[config.mk]
export PLATFORM = sky130hd
export DESIGN_NAME = coe_exec
export DESIGN_NICKNAME = d
export VERILOG_FILES = /design/src/coe_pkg.sv /design/src/coe_alu.sv /design/src/coe_exec.sv
export VERILOG_INCLUDE_DIRS = /design/src
export SDC_FILE = /design/constraint.sdc
export NUM_CORES = 1
export LEC_CHECK = 0
export ABC_CLOCK_PERIOD_IN_PS = 8800
export BUFFER_PORTS_ARGS = -buffer_cell sky130_fd_sc_hd__buf_4
export CORE_MARGIN = 1.5
export CORE_UTILIZATION = 45
export DETAILED_ROUTE_END_ITERATION = 6
export PLACE_DENSITY = 0.68
export SETUP_SLACK_MARGIN = 0.15
export SYNTH_ARGS = -nofsm -noshare
export SYNTH_HDL_FRONTEND = slang
export SYNTH_HIERARCHICAL = 1
export SYNTH_SLANG_ARGS = --single-unit
[constraint.sdc]
create_clock -name core_clk -period 8.8 [get_ports core_clk]
set_input_delay 1.76 -clock core_clk [delete_from_list [all_inputs] [get_ports core_clk]]
set_output_delay 1.76 -clock core_clk [all_outputs]
set_load 0.02 [all_outputs]
[src/coe_consts.svh]
/*
  Constants for the OR / subtract-from-literal execution slice.
  Assumes inclusion by the slice and its package users; no processes here.
*/
`ifndef COE_CONSTS_SVH
`define COE_CONSTS_SVH

// ****************************************
// Register offsets (byte addresses)
// ****************************************
`define COE_OFF_ACC      8'h00
`define COE_OFF_BANK     8'h04
`define COE_OFF_STATUS   8'h08
`define COE_OFF_INSTR    8'h0C
`define COE_OFF_RESULT   8'h10

// ****************************************
// Instruction encodings and fields
// ****************************************
`define COE_OP_OR_LITERAL_INTO_ACCUMULATOR_HI  8'h09
`define COE_OP_SUBTRACT_ACCUMULATOR_FROM_LITERAL_HI  8'h08
`define COE_OP_OR_ACCUMULATOR_INTO_FILE_HI  6'h04
`define COE_DEST_BIT     9
`define COE_ACC_BIT      8
`define COE_FLAG_C       0
`define COE_FLAG_DC      1
`define COE_FLAG_Z       2
`define COE_FLAG_OV      3
`define COE_FLAG_N       4
`define COE_ACC_RST      8'h00
`define COE_BANK_RST     4'h0
`define COE_STATUS_RST   5'h00
`define COE_ACCESS_BANK  4'h0
`define COE_ACCESS_SPLIT 8'h80
`define COE_ACCESS_HIGH  4'hF
`define COE_RESP_OKAY    2'h0
`define COE_RESP_SLVERR  2'h2

`endif

[src/coe_pkg.sv]
/*
  Types for the OR / subtract-from-literal execution slice.
  Assumes coe_consts.svh is compiled alongside.
*/
`default_nettype none
package coe_pkg;
  typedef enum logic [1:0] {COE_OP_NONE, COE_OP_ORLIT, COE_OP_ORFILE, COE_OP_SUBLIT} coe_op_e;
  typedef enum logic [1:0] {COE_ST_IDLE, COE_ST_READ, COE_ST_WRITE} coe_state_e;
endpackage
`default_nettype wire

[src/coe_alu.sv]
/*
  Combinational ALU for the OR and subtract-from-literal operations.
  Assumes the caller registers its outputs and holds the flag register.
*/
`timescale 1ns/1ps
`default_nettype none
`include "coe_consts.svh"

module coe_alu
(
  // Operation select
  input  wire coe_pkg::coe_op_e op,
  // Operands
  input  wire logic [7:0]       acc,
  input  wire logic [7:0]       operand,
  input  wire logic [4:0]       flags_in,
  // Result
  output logic      [7:0]       result,
  output logic      [4:0]       flags_out
);
  logic [8:0] diff;
  logic [4:0] ldiff;

  always_comb
  begin
    result    = 8'h00;
    flags_out = flags_in;
    diff      = {1'b0, operand} - {1'b0, acc};
    ldiff     = {1'b0, operand[3:0]} - {1'b0, acc[3:0]};
    case (op)
      coe_pkg::COE_OP_ORLIT, coe_pkg::COE_OP_ORFILE:
      begin
        result                = acc | operand; // RULE1
        flags_out[`COE_FLAG_N] = result[7]; // RULE7
        flags_out[`COE_FLAG_Z] = (result == 8'h00); // RULE7
      end
      coe_pkg::COE_OP_SUBLIT:
      begin
        // Borrow-style carry: set means no borrow
        result                 = diff[7:0]; // RULE6
        flags_out[`COE_FLAG_C]  = ~diff[8]; // RULE6
        flags_out[`COE_FLAG_DC] = ~ldiff[4];
        flags_out[`COE_FLAG_Z]  = (diff[7:0] == 8'h00); // RULE6
        flags_out[`COE_FLAG_N]  = diff[7]; // RULE6
        flags_out[`COE_FLAG_OV] = (operand[7] != acc[7]) && (diff[7] != operand[7]);
      end
      default:
      begin
        result    = 8'h00;
        flags_out = flags_in;
      end
    endcase
  end
endmodule
`default_nettype wire

[src/coe_exec.sv]
/*
  Execution slice for OR-literal, OR-file and subtract-from-literal.
  Software feeds instructions over AXI4-Lite; the banked data memory is external,
  combinationally read and written one word per cycle.
*/
//
// Summary of operation
// RULE1: OR file operand with accumulator
// RULE2: destination clear writes accumulator only
// RULE3: destination set writes back file register
// RULE4: access clear selects fixed access bank
// RULE5: access set uses bank select register
// RULE6: literal above accumulator: positive, carry set
// RULE7: OR single cycle; flags N, Z
`timescale 1ns/1ps
`default_nettype none
`include "coe_consts.svh"

module coe_exec
(
  // Clock and reset
  input  wire logic        core_clk,
  input  wire logic        sys_rst,
  // AXI4-Lite write address
  input  wire logic        s_axi_awvalid,
  output logic             s_axi_awready,
  input  wire logic [7:0]  s_axi_awaddr,
  // AXI4-Lite write data
  input  wire logic        s_axi_wvalid,
  output logic             s_axi_wready,
  input  wire logic [31:0] s_axi_wdata,
  input  wire logic [3:0]  s_axi_wstrb,
  // AXI4-Lite write response
  output logic             s_axi_bvalid,
  input  wire logic        s_axi_bready,
  output logic      [1:0]  s_axi_bresp,
  // AXI4-Lite read address
  input  wire logic        s_axi_arvalid,
  output logic             s_axi_arready,
  input  wire logic [7:0]  s_axi_araddr,
  // AXI4-Lite read data
  output logic             s_axi_rvalid,
  input  wire logic        s_axi_rready,
  output logic      [31:0] s_axi_rdata,
  output logic      [1:0]  s_axi_rresp,
  // Banked data memory
  output logic      [11:0] dmem_addr,
  input  wire logic [7:0]  dmem_rdata,
  output logic             dmem_we,
  output logic      [7:0]  dmem_wdata
);

  // ****************************************
  // Architectural state
  // ****************************************
  logic [7:0]  acc;
  logic [7:0]  next_acc;
  logic [3:0]  bank_select_reg;
  logic [3:0]  next_bank_select_reg;
  logic [4:0]  status;
  logic [4:0]  next_status;
  logic [7:0]  result_q;
  logic [7:0]  next_result_q;

  // ****************************************
  // Bus slave state
  // ****************************************
  logic        aw_held;
  logic        next_aw_held;
  logic [7:0]  aw_addr;
  logic [7:0]  next_aw_addr;
  logic        w_held;
  logic        next_w_held;
  logic [31:0] w_data;
  logic [31:0] next_w_data;
  logic [3:0]  w_strb;
  logic [3:0]  next_w_strb;
  logic        bvalid;
  logic        next_bvalid;
  logic [1:0]  bresp;
  logic [1:0]  next_bresp;
  logic        rvalid;
  logic        next_rvalid;
  logic [31:0] rdata;
  logic [31:0] next_rdata;
  logic [1:0]  rresp;
  logic [1:0]  next_rresp;

  // ****************************************
  // Instruction decode
  // ****************************************
  logic [15:0]            instr;
  logic                   do_write;
  logic                   exec;
  coe_pkg::coe_op_e       op;
  logic [7:0]             operand;
  logic [7:0]             alu_result;
  logic [4:0]             alu_flags;
  logic                   dest_file;

  assign do_write = aw_held && w_held && !bvalid;
  assign instr    = w_data[15:0];
  assign exec     = do_write && (aw_addr == `COE_OFF_INSTR) && (&w_strb[1:0]);

  always_comb
  begin
    op = coe_pkg::COE_OP_NONE;
    if (instr[15:8] == `COE_OP_OR_LITERAL_INTO_ACCUMULATOR_HI)
      op = coe_pkg::COE_OP_ORLIT;
    else if (instr[15:8] == `COE_OP_SUBTRACT_ACCUMULATOR_FROM_LITERAL_HI)
      op = coe_pkg::COE_OP_SUBLIT;
    else if (instr[15:10] == `COE_OP_OR_ACCUMULATOR_INTO_FILE_HI)
      op = coe_pkg::COE_OP_ORFILE;
  end

  // Access bank: low half maps to bank 0, high half to the top bank
  always_comb
  begin
    if (instr[`COE_ACC_BIT])
      dmem_addr = {bank_select_reg, instr[7:0]}; // RULE5
    else if (instr[7:0] < `COE_ACCESS_SPLIT)
      dmem_addr = {`COE_ACCESS_BANK, instr[7:0]}; // RULE4
    else
      dmem_addr = {`COE_ACCESS_HIGH, instr[7:0]}; // RULE4
  end

  assign operand   = (op == coe_pkg::COE_OP_ORFILE) ? dmem_rdata : instr[7:0];
  assign dest_file = instr[`COE_DEST_BIT];

  coe_alu u_alu
  (
    .op        (op),
    .acc       (acc),
    .operand   (operand),
    .flags_in  (status),
    .result    (alu_result),
    .flags_out (alu_flags)
  );

  // Memory write-back happens in the same cycle as execution: single cycle
  assign dmem_we    = exec && (op == coe_pkg::COE_OP_ORFILE) && dest_file; // RULE3 RULE7
  assign dmem_wdata = alu_result;

  // ****************************************
  // Architectural next state
  // ****************************************
  always_comb
  begin
    next_acc             = acc;
    next_bank_select_reg = bank_select_reg;
    next_status          = status;
    next_result_q        = result_q;
    if (exec && op != coe_pkg::COE_OP_NONE)
    begin
      next_status   = alu_flags; // RULE7
      next_result_q = alu_result;
      if (op != coe_pkg::COE_OP_ORFILE || !dest_file)
        next_acc = alu_result; // RULE2 RULE6
    end
    else if (do_write)
    begin
      if (aw_addr == `COE_OFF_ACC && w_strb[0])
        next_acc = w_data[7:0];
      if (aw_addr == `COE_OFF_BANK && w_strb[0])
        next_bank_select_reg = w_data[3:0];
      if (aw_addr == `COE_OFF_STATUS && w_strb[0])
        next_status = w_data[4:0];
    end
  end

  // ****************************************
  // Bus next state
  // ****************************************
  assign s_axi_awready = !aw_held;
  assign s_axi_wready  = !w_held;
  assign s_axi_arready = !rvalid;
  assign s_axi_bvalid  = bvalid;
  assign s_axi_bresp   = bresp;
  assign s_axi_rvalid  = rvalid;
  assign s_axi_rdata   = rdata;
  assign s_axi_rresp   = rresp;

  always_comb
  begin
    next_aw_held = aw_held;
    next_aw_addr = aw_addr;
    next_w_held  = w_held;
    next_w_data  = w_data;
    next_w_strb  = w_strb;
    next_bvalid  = bvalid;
    next_bresp   = bresp;
    next_rvalid  = rvalid;
    next_rdata   = rdata;
    next_rresp   = rresp;
    if (s_axi_awvalid && !aw_held)
    begin
      next_aw_held = 1'b1;
      next_aw_addr = s_axi_awaddr;
    end
    if (s_axi_wvalid && !w_held)
    begin
      next_w_held = 1'b1;
      next_w_data = s_axi_wdata;
      next_w_strb = s_axi_wstrb;
    end
    if (do_write)
    begin
      next_bvalid  = 1'b1;
      next_aw_held = 1'b0;
      next_w_held  = 1'b0;
      case (aw_addr)
        `COE_OFF_ACC, `COE_OFF_BANK, `COE_OFF_STATUS, `COE_OFF_INSTR:
          next_bresp = `COE_RESP_OKAY;
        default:
          next_bresp = `COE_RESP_SLVERR;
      endcase
    end
    if (bvalid && s_axi_bready)
      next_bvalid = 1'b0;
    if (rvalid && s_axi_rready)
      next_rvalid = 1'b0;
    if (s_axi_arvalid && !rvalid)
    begin
      next_rvalid = 1'b1;
      next_rresp  = `COE_RESP_OKAY;
      case (s_axi_araddr)
        `COE_OFF_ACC:    next_rdata = {24'h000000, acc};
        `COE_OFF_BANK:   next_rdata = {28'h0000000, bank_select_reg};
        `COE_OFF_STATUS: next_rdata = {27'h0000000, status};
        `COE_OFF_INSTR:  next_rdata = 32'h00000000;
        `COE_OFF_RESULT: next_rdata = {24'h000000, result_q};
        default:
        begin
          next_rdata = 32'h00000000;
          next_rresp = `COE_RESP_SLVERR;
        end
      endcase
    end
  end

  // ****************************************
  // Registers
  // ****************************************
  always_ff @(posedge core_clk or posedge sys_rst)
  begin
    if (sys_rst)
    begin
      acc             <= `COE_ACC_RST;
      bank_select_reg <= `COE_BANK_RST;
      status          <= `COE_STATUS_RST;
      result_q        <= 8'h00;
      aw_held         <= 1'b0;
      aw_addr         <= 8'h00;
      w_held          <= 1'b0;
      w_data          <= 32'h00000000;
      w_strb          <= 4'h0;
      bvalid          <= 1'b0;
      bresp           <= 2'h0;
      rvalid          <= 1'b0;
      rdata           <= 32'h00000000;
      rresp           <= 2'h0;
    end
    else
    begin
      acc             <= next_acc;
      bank_select_reg <= next_bank_select_reg;
      status          <= next_status;
      result_q        <= next_result_q;
      aw_held         <= next_aw_held;
      aw_addr         <= next_aw_addr;
      w_held          <= next_w_held;
      w_data          <= next_w_data;
      w_strb          <= next_w_strb;
      bvalid          <= next_bvalid;
      bresp           <= next_bresp;
      rvalid          <= next_rvalid;
      rdata           <= next_rdata;
      rresp           <= next_rresp;
    end
  end

  // ****************************************
  // Assertions
  // ****************************************
  logic is_or;
  assign is_or = exec && (op == coe_pkg::COE_OP_ORLIT || op == coe_pkg::COE_OP_ORFILE);
endmodule
`default_nettype wire

[Word level (Yosys, flattened, before mapping)]
Index checks and enable logic that the tools add are counted.
Word-level totals
  output and inout bits: 62
  bits of input ports: 67
  register bits: 91
  word-level logic and storage cells: 112
Cells by class
  bitwise gates (word level): 4
  eq/ne operators: 19
  add/sub/neg operators: 2
  magnitude comparators: 1
  multiplexer cells: 29
  reductions and logical operators: 42
Operators by type and width (count)
  == test 8 x 4 -> 1 bit (second input constant): 6
  two-way mux 8 bit: 5
  zero test 8 bit: 4
  case mux 8 bit (4 select lines): 1
  two-way mux 12 bit: 2
  == test 8 x 3 -> 1 bit (second input constant): 2
  logical AND 1 bit: 16
  case mux 8 bit (2 select lines): 1
  nonzero test 2 bit: 8
  two-way mux 5 bit: 3
  two-way mux 2 bit: 6
  AND reduction 3 bit: 4
  two-way mux 1 bit: 9
  subtractor 8 x 8 -> 9 bit: 1
  == test 8 x 5 -> 1 bit (second input constant): 1
  < comparator 8 bit (second input constant): 1
  OR 8 bit: 1
  == test 6 x 3 -> 1 bit (second input constant): 1
  zero test 1 bit: 5
  OR reduction 5 bit: 1
  subtractor 4 x 4 -> 5 bit: 1
  == test 2 bit (second input constant): 2
  inequality test 2 x 1 -> 1 bit (second input constant): 2
  case mux 1 bit (2 select lines): 2
  other kinds (9): 12

[Longest topological paths before layout]
Gate-level depths: netlist (run 1).
  word-level depth: 11
  mapped depth: 15
  depth with buffers taken out: 15

[Hierarchy]
The synthesis (run 1) kept the hierarchy.
By module, submodules not included
  coe_exec: times used 1, seq. area each 1626.6 um^2, area an instance 3250.6 um^2, cells an instance 294
  coe_alu: times used 1, seq. area each 0.0 um^2, area an instance 809.5 um^2, cells an instance 119

[Worst setup path after synthesis (run 1)]
Ideal clock, no wire load.
  kind: in2out
  start: in dmem_rdata[4]
  end: out dmem_wdata[7]
  data arrival time: 3.792 ns
  required time: 7.040 ns
  buffers on the path: 0
  path slack: 3.248 ns
  cell stages on the path: 9
  cell sequence: mux2_2 > inv_1 > ha_1 > or2_4 > a2111oi_2 > nor3_1 > o21bai_1 > xor2_1 > o22ai_1
On the way
  word-level cells in the longest chain between the ends: 3
Ends and longest elaborated chain
  start: declaration: line coe_exec.sv:48  | input wire logic [7:0] dmem_rdata,
  two-way mux 8 bit: line coe_exec.sv:127  | assign operand = (op == coe_pkg::COE_OP_ORFILE) ? dmem_rdata : instr[7:0];
  subtractor 8 x 8 -> 9 bit: line coe_alu.sv:28  | diff = {1'b0, operand} - {1'b0, acc};
  case mux 8 bit (2 select lines): line coe_alu.sv:30  | case (op)
  end: declaration: line coe_exec.sv:50  | output logic [7:0] dmem_wdata
No other way between the ends.

[Worst setup path in the final report (run 1)]
  start: in dmem_rdata[1]
  end: out dmem_wdata[5]
On the way
  word-level cells in the longest chain between the ends: 3
Ends and longest elaborated chain
  two-way mux 8 bit: line coe_exec.sv:127
  named net operand[1]: line coe_exec.sv:96  | logic [7:0] operand;
  subtractor 8 x 8 -> 9 bit: line coe_alu.sv:28
  case mux 8 bit (2 select lines): line coe_alu.sv:30
The timed path passes the listed nets, and every way through them passes these cells.

==> results of run 1 <==
==> worst max-delay path, cell delays in order <==
cell	delay (ns)
buf_4	0.11
mux2_2	0.29
inv_1	0.07
ha_1	0.23
o21bai_1	0.15
a21oi_1	0.12
o2111a_1	0.25
a2111oi_0	0.71
a21oi_1	0.17
nor2_1	0.24
buf_4	0.19
==> worst min-delay path by stage <==
| stage | from | to | slack [ns] | depth (start not counted) |
|---|---|---|---|---|
| after floorplan | w_strb[0] | w_strb[0] | 0.47 | 1 |
| after global routing | s_axi_rdata[6] | s_axi_rdata[6] | 0.52 | 2 |
| after detailed placement | s_axi_rdata[7] | s_axi_rdata[7] | 0.47 | 2 |
| after global placement | s_axi_rresp[1] | s_axi_rresp[1] | 0.47 | 2 |
| after CTS | s_axi_rdata[7] | s_axi_rdata[7] | 0.49 | 2 |
| final | s_axi_rresp[1] | s_axi_rresp[1] | 0.48 | 2 |
==> cell usage in the layout (no fill, tap or decap), drive strengths merged, types with 4 or more instances in the layout <==
cell and instances:
conb 26, ha 19, a21oi 20, o21ai 14, a31oi 8, nor2b 11
nand2 28, nor2 17, nor3 6, inv 44, o22ai 11, o21bai 4
a22oi 5, o2bb2ai 5, a22o 4, clkbuf 10, nand3 4, nand2b 8
buf 87, mux2 46, xnor2 4, dfrtp 65, mux2i 8
==> logic make-up after synthesis <==
logic type,Yosys count,synth area share (%)
simple gates,92,11.8
buf+inv,91,11.9
compound gates,83,13.5
flops,65,40.1
mux,54,14.7
fa+ha+maj,20,6.35
xor+xnor,7,1.51
other cells,1,0.0924
==> report_power, final <==
group	internal, W	leakage [nW]	switching [W]
clock	0.000112	0.0855	0.000123
combinational	0.000303	1.33	0.000352
sequential	0.000389	0.834	0.0000970
==> routing by layer <==
| metal | vias to the layer above | routed length (um) | share of wire (%) | global-route usage (%) |
|---|---|---|---|---|
| li1 | 1520 | - | - | - |
| met4 | 0 | 161 | 1.8 | 7.14 |
| met1 | 1480 | 4040 | 45 | 26.2 |
| met5 | - | 0 | 0 | 0 |
| met2 | 98 | 4280 | 47 | 31.1 |
| met3 | 12 | 557 | 6.2 | 4.94 |
==> area by class of cell <==
type	instances	area (um^2)
inverter	42	158
clock inverter	6	48.8
multi-input combinational	282	2040
sequential	65	1630
timing repair buffer	87	653
fill	801	3920
tap	108	135
clock buffer	10	138
==> per-stage QoR <==
| stage | cells | worst slack [ns] | total power (W) |
|---|---|---|---|
| after global placement | 584 | 2.84 | 0.00113 |
| after detailed placement | 584 | 2.84 | 0.00114 |
| after global routing | 600 | 2.63 | 0.00148 |
| after floorplan | 438 | 3.25 | 0.000973 |
| after CTS | 600 | 2.80 | 0.00139 |
| final | 600 | 2.75 | 0.00138 |
==> results.toml, run 1 <==
[run_status]
outcome = "finished, final reports clean"

[setup_path]
r2r_cells = 15
crit_start = "dmem_rdata[1]"
cp.required_ns = 7.04
crit_end = "dmem_wdata[5]"
cp_data_arrival_time_ns = 4.29
r2r-end = "status[2]"
regToRegSetupSlack_ns = 4.74
reg2reg_from = "w_data[10]"
endpoint_kind = "output pin"
path_class = "input port to output pin"
startpoint_type = "input port"
path_max_fanout = 3

[floorplan]
rows = 34
start_util_pct = 46.6
die_y_um = 98.0
die_w_um = 98.0
ios = 129
core_mm2 = 0.00872
die_area_mm2 = 0.00960

[final_layout]
nets = 574
layout-drive-gt1-share_pct = 32.3
syn_to_final_growth_pct = 18.3
largest_register_ffs = 16
final_cell_area_mm2 = 0.00480
regMostFlops = "w_data"
utilization_pct = 55.1
antenna_cells = 0

[place]
gp_congestion = 0.873
hpwl_um = 6920
io_buffer_count = 84
place_area_mm2 = 0.00462

[clock_network]
cts_setup_buffers = 0
cts_made_buffers = 9
htreeDepth = 3
cts_tree = "yes"
postCtsHoldBufs = 0
cts_sinks = 65
clk_latency_ns = 0.35
clk_pin_slew_ns = 0.08
cts-resized-gates = 0
clock_path_buffers = 2
clock-root-buffer = "clkbuf_8"

[drt]
initialDrtViolationCount = 95
avgRoutedWirePerCell_um = 15.1
drcViolationCount = 0
vias = 3110
vias_per_cell = 5.18
routed_wl_um = 9040
drtPass1Iterations = 4
detail-route-antenna-nets = 0

[flow_run]
cap_violations = 0

[sta]
setup-violations-final = 0
final_hold_viol_count = 0
whs_ns = 0.485
fin_tns_setup_ns = 0
drv_slew = 0
rsz0062_at_grt = "no"
min_period_over_period_pct = 68.7
skew_ns = 0.00948
slew_headroom_pct = 46.4
max_clock_freq_mhz = 165
period_minus_slack_ns = 6.05
tightest_slew_ns = 0.784

[synthesis]
ys.warnings.count = 6
synth_flop_cell = "dfrtp_1"
synthArstFlopShare_pct = 100
synth_most_common_cell = "dfrtp_1"
synth_commonest_cells = "dfrtp_1, mux2_2, inv_1"
synth_cell_types = 51
yosysSeqAreaShare_pct = 40.1
synth_top_cell_by_area = "dfrtp_1"
synth_edf_count = 0
synth_top_cells_by_area = "dfrtp_1, mux2_2, buf_4, ha_1, inv_1"
ys_ff_latch = 65
synthCells = 413
netlist.area_leader.share_pct = 40.1
synth_area_mm2 = 0.00406
syn_avg_cell_area_um2 = 9.83

[global_route]
grt_use_total_pct = 19.7
grt_pass1_vias = 3015
overflow = 0
grt_max_degree = 66
grt_pass1_wl_um = 15000
antenna_found_initial = 0

[worst_hold_path]
hold_path_class = "flip-flop to flip-flop"

[pwr]
ir_worst_vdd_mv = 0.158
p_leak_nw = 2.25
p_per_area_mw_per_mm2 = 286
Note: power is estimated with default switching activity, not from simulation.
==> run 2: changes to the inputs <==
--- a/config.mk
+++ b/config.mk
@@ -6,12 +6,13 @@
 export SDC_FILE = /design/constraint.sdc
 export NUM_CORES = 1
 export LEC_CHECK = 0
-export ABC_CLOCK_PERIOD_IN_PS = 8800
+export ABC_AREA = 1
+export ABC_CLOCK_PERIOD_IN_PS = 5500
 export BUFFER_PORTS_ARGS = -buffer_cell sky130_fd_sc_hd__buf_4
 export CORE_MARGIN = 1.5
 export CORE_UTILIZATION = 45
 export DETAILED_ROUTE_END_ITERATION = 6
-export PLACE_DENSITY = 0.68
+export PLACE_DENSITY = 0.7
 export SETUP_SLACK_MARGIN = 0.15
 export SYNTH_ARGS = -nofsm -noshare
 export SYNTH_HDL_FRONTEND = slang
==> constraint.sdc (replaced) <==
create_clock -name core_clk -period 5.5 [get_ports core_clk]
set_input_delay 1.1 -clock core_clk [delete_from_list [all_inputs] [get_ports core_clk]]
set_output_delay 1.1 -clock core_clk [all_outputs]
set_load 0.02 [all_outputs]
==> results.toml, run 2 <==
[final_layout]
final_common_cell = "nand2_1"
regMostFlops = "w_data"
layout-drive-gt1-share_pct = 25.2
fillCellCount = 901
instances_no_fill = 771
syn_to_final_growth_pct = 18.5
final_cell_area_mm2 = 0.00512
largest_register_ffs = 16
layout_common_cells = "nand2_1, buf_4, dfrtp_1"
antenna_cells = 0
nets = 724

[pwr]
p_per_area_mw_per_mm2 = 391
p_total_w = 0.00200
ir_worst_vdd_mv = 0.265
p_leak_nw = 2.85

[floorplan]
start_util_pct = 46.6
die_area_mm2 = 0.0102
core_mm2 = 0.00928
ios = 129
rows = 35
die_w_um = 101
die_y_um = 101

[synthesis]
yosysSeqAreaShare_pct = 37.6
ys_ff_latch = 65
synthCells = 561
synth_commonest_cells = "nand2_1, dfrtp_1, inv_1"
ys.warnings.count = 6
synth_edf_count = 0
synth_area_mm2 = 0.00432
syn_avg_cell_area_um2 = 7.71
synth_flop_cell = "dfrtp_1"
synth_most_common_cell = "nand2_1"
synth_cell_types = 37
netlist.area_leader.share_pct = 37.6
synthArstFlopShare_pct = 100
synth_top_cell_by_area = "dfrtp_1"
synth_top_cells_by_area = "dfrtp_1, nand2_1, buf_4, inv_1, ha_1"

[global_route]
grt_pass1_vias = 3570
grt_pass1_wl_um = 17100
grt_max_degree = 66
grt_use_total_pct = 22.0
antenna_found_initial = 0
overflow = 0

[drt]
drcViolationCount = 0
vias = 3803
initialDrtViolationCount = 251
routed_wl_um = 10700
detail-route-antenna-nets = 0
drtPass1Iterations = 5
vias_per_cell = 4.93
avgRoutedWirePerCell_um = 13.8

[clock_network]
clock-root-buffer = "clkbuf_8"
cts_made_buffers = 9
cts_sinks = 65
clk_latency_ns = 0.35
postCtsHoldBufs = 0
htreeDepth = 3
cts_tree = "yes"
cts-resized-gates = 0
cts_setup_buffers = 0
clk_pin_slew_ns = 0.08
clock_path_buffers = 2

[sta]
slew_headroom_pct = 38.6
rsz0062_at_grt = "no"
tightest_slew_ns = 0.919
setup-violations-final = 0
final_hold_viol_count = 0
drv_slew = 0
fin_tns_setup_ns = 0
max_clock_freq_mhz = 226
min_period_over_period_pct = 80.4
fin_ws_ns = 1.08
skew_ns = 0.0122
period_minus_slack_ns = 4.42

[place]
pre_cts_ws_ns = 1.33
io_buffer_count = 84
hpwl_um = 8250
gp_congestion = 0.893
place_area_mm2 = 0.00490
place_inst = 755

[setup_path]
critPathMaxStageDelay_ns = 0.42
cp.required_ns = 4.40
cp_data_arrival_time_ns = 3.32
path_class = "flip-flop to output pin"
path_max_fanout = 13
endpoint_kind = "output pin"
path_cells = "nor2_1 -> nand3_1 -> nor2_1 -> a21oi_1 -> inv_1 -> ha_1 -> inv_1 -> fa_1 -> nand2_1 -> nand2_1 -> nand3_1 -> nand3_1 -> nand2_4 -> nand2_1 -> a21oi_1 -> buf_4"
cp_slowest_cell = "nand3_1"
startpoint_type = "flip-flop"

[run_status]
outcome = "finished, final reports clean"

[flow_run]
cap_violations = 0

[worst_hold_path]
hold_path_class = "flip-flop to flip-flop"
-- run 2: layout make-up --
type                    count  area [um^2]  area share (%)
clock buffers               9          124            2.42
clock inverters             7          101            1.98
inverters                  70          263            5.13
flip-flops and latches     65         1630            31.8
multi-input cells         406         2210            43.1
repair buffers             85          638            12.5
well taps                 129          161            3.15
-- run 2: path summary, 6_finish.rpt --
kind | to | start | slack (ns) | depth (start not counted)
worst min-delay path | result_q[6] | result_q[6] | 0.48 | 2
worst min register to register | result_q[6] | result_q[6] | 0.48 | 2
worst max-delay path | dmem_wdata[6] | w_data[14] | 1.08 | 16
min in group asynchronous | aw_addr[0] | sys_rst | 0.99 | 3
max in group asynchronous | s_axi_rdata[6] | sys_rst | 3.98 | 3
worst max register to register | acc[6] | w_data[14] | 2.18 | 19
-- run 2: kinds of logic after synthesis --
| logic type | after synthesis | share of synthesized area [%] |
|---|---|---|
| buf+inv | 115 | 13.5 |
| other cells | 1 | 0.0867 |
| compound gates | 57 | 7.27 |
| mux | 18 | 4.69 |
| flops | 65 | 37.6 |
| fa+ha+maj | 20 | 5.96 |
| xor+xnor | 1 | 0.203 |
| simple gates | 284 | 30.7 |
-- run 2: per-layer routing --
metal / up-vias / global-route usage, % / wire, um / share of wire [%]
met5: - / 0 / 0 / 0
met2: 148 / 36.7 / 5200 / 49
met3: 16 / 4.85 / 614 / 5.8
met1: 1767 / 28.2 / 4630 / 43
li1: 1872 / - / - / -
met4: 0 / 7.26 / 210 / 2.0
-- run 2: power by group --
group / switching [W] / total, W / internal (W)
Clock: 0.000204 / 0.000465 / 0.000261
Sequential: 0.000103 / 0.000699 / 0.000596
Combinational: 0.000518 / 0.000838 / 0.000320
-- run 2: critical path: cells and delay by family (launching register included) --
family          cells  cell delay, ns
buf+inv             3            0.36
flops               1            0.38
fa+ha+maj           2            0.55
simple gates        9            1.38
compound gates      2            0.29
-- run 2: stage by stage --
step / utilization, % / hold slack, ns
5_1_grt: 55.2 / 0.492
3_5_place_dp: 52.7 / 0.465
4_1_cts: 55.2 / 0.483
2_1_floorplan: - / 0.443
3_3_place_gp: 52.7 / 0.460
6_report: 55.2 / 0.481
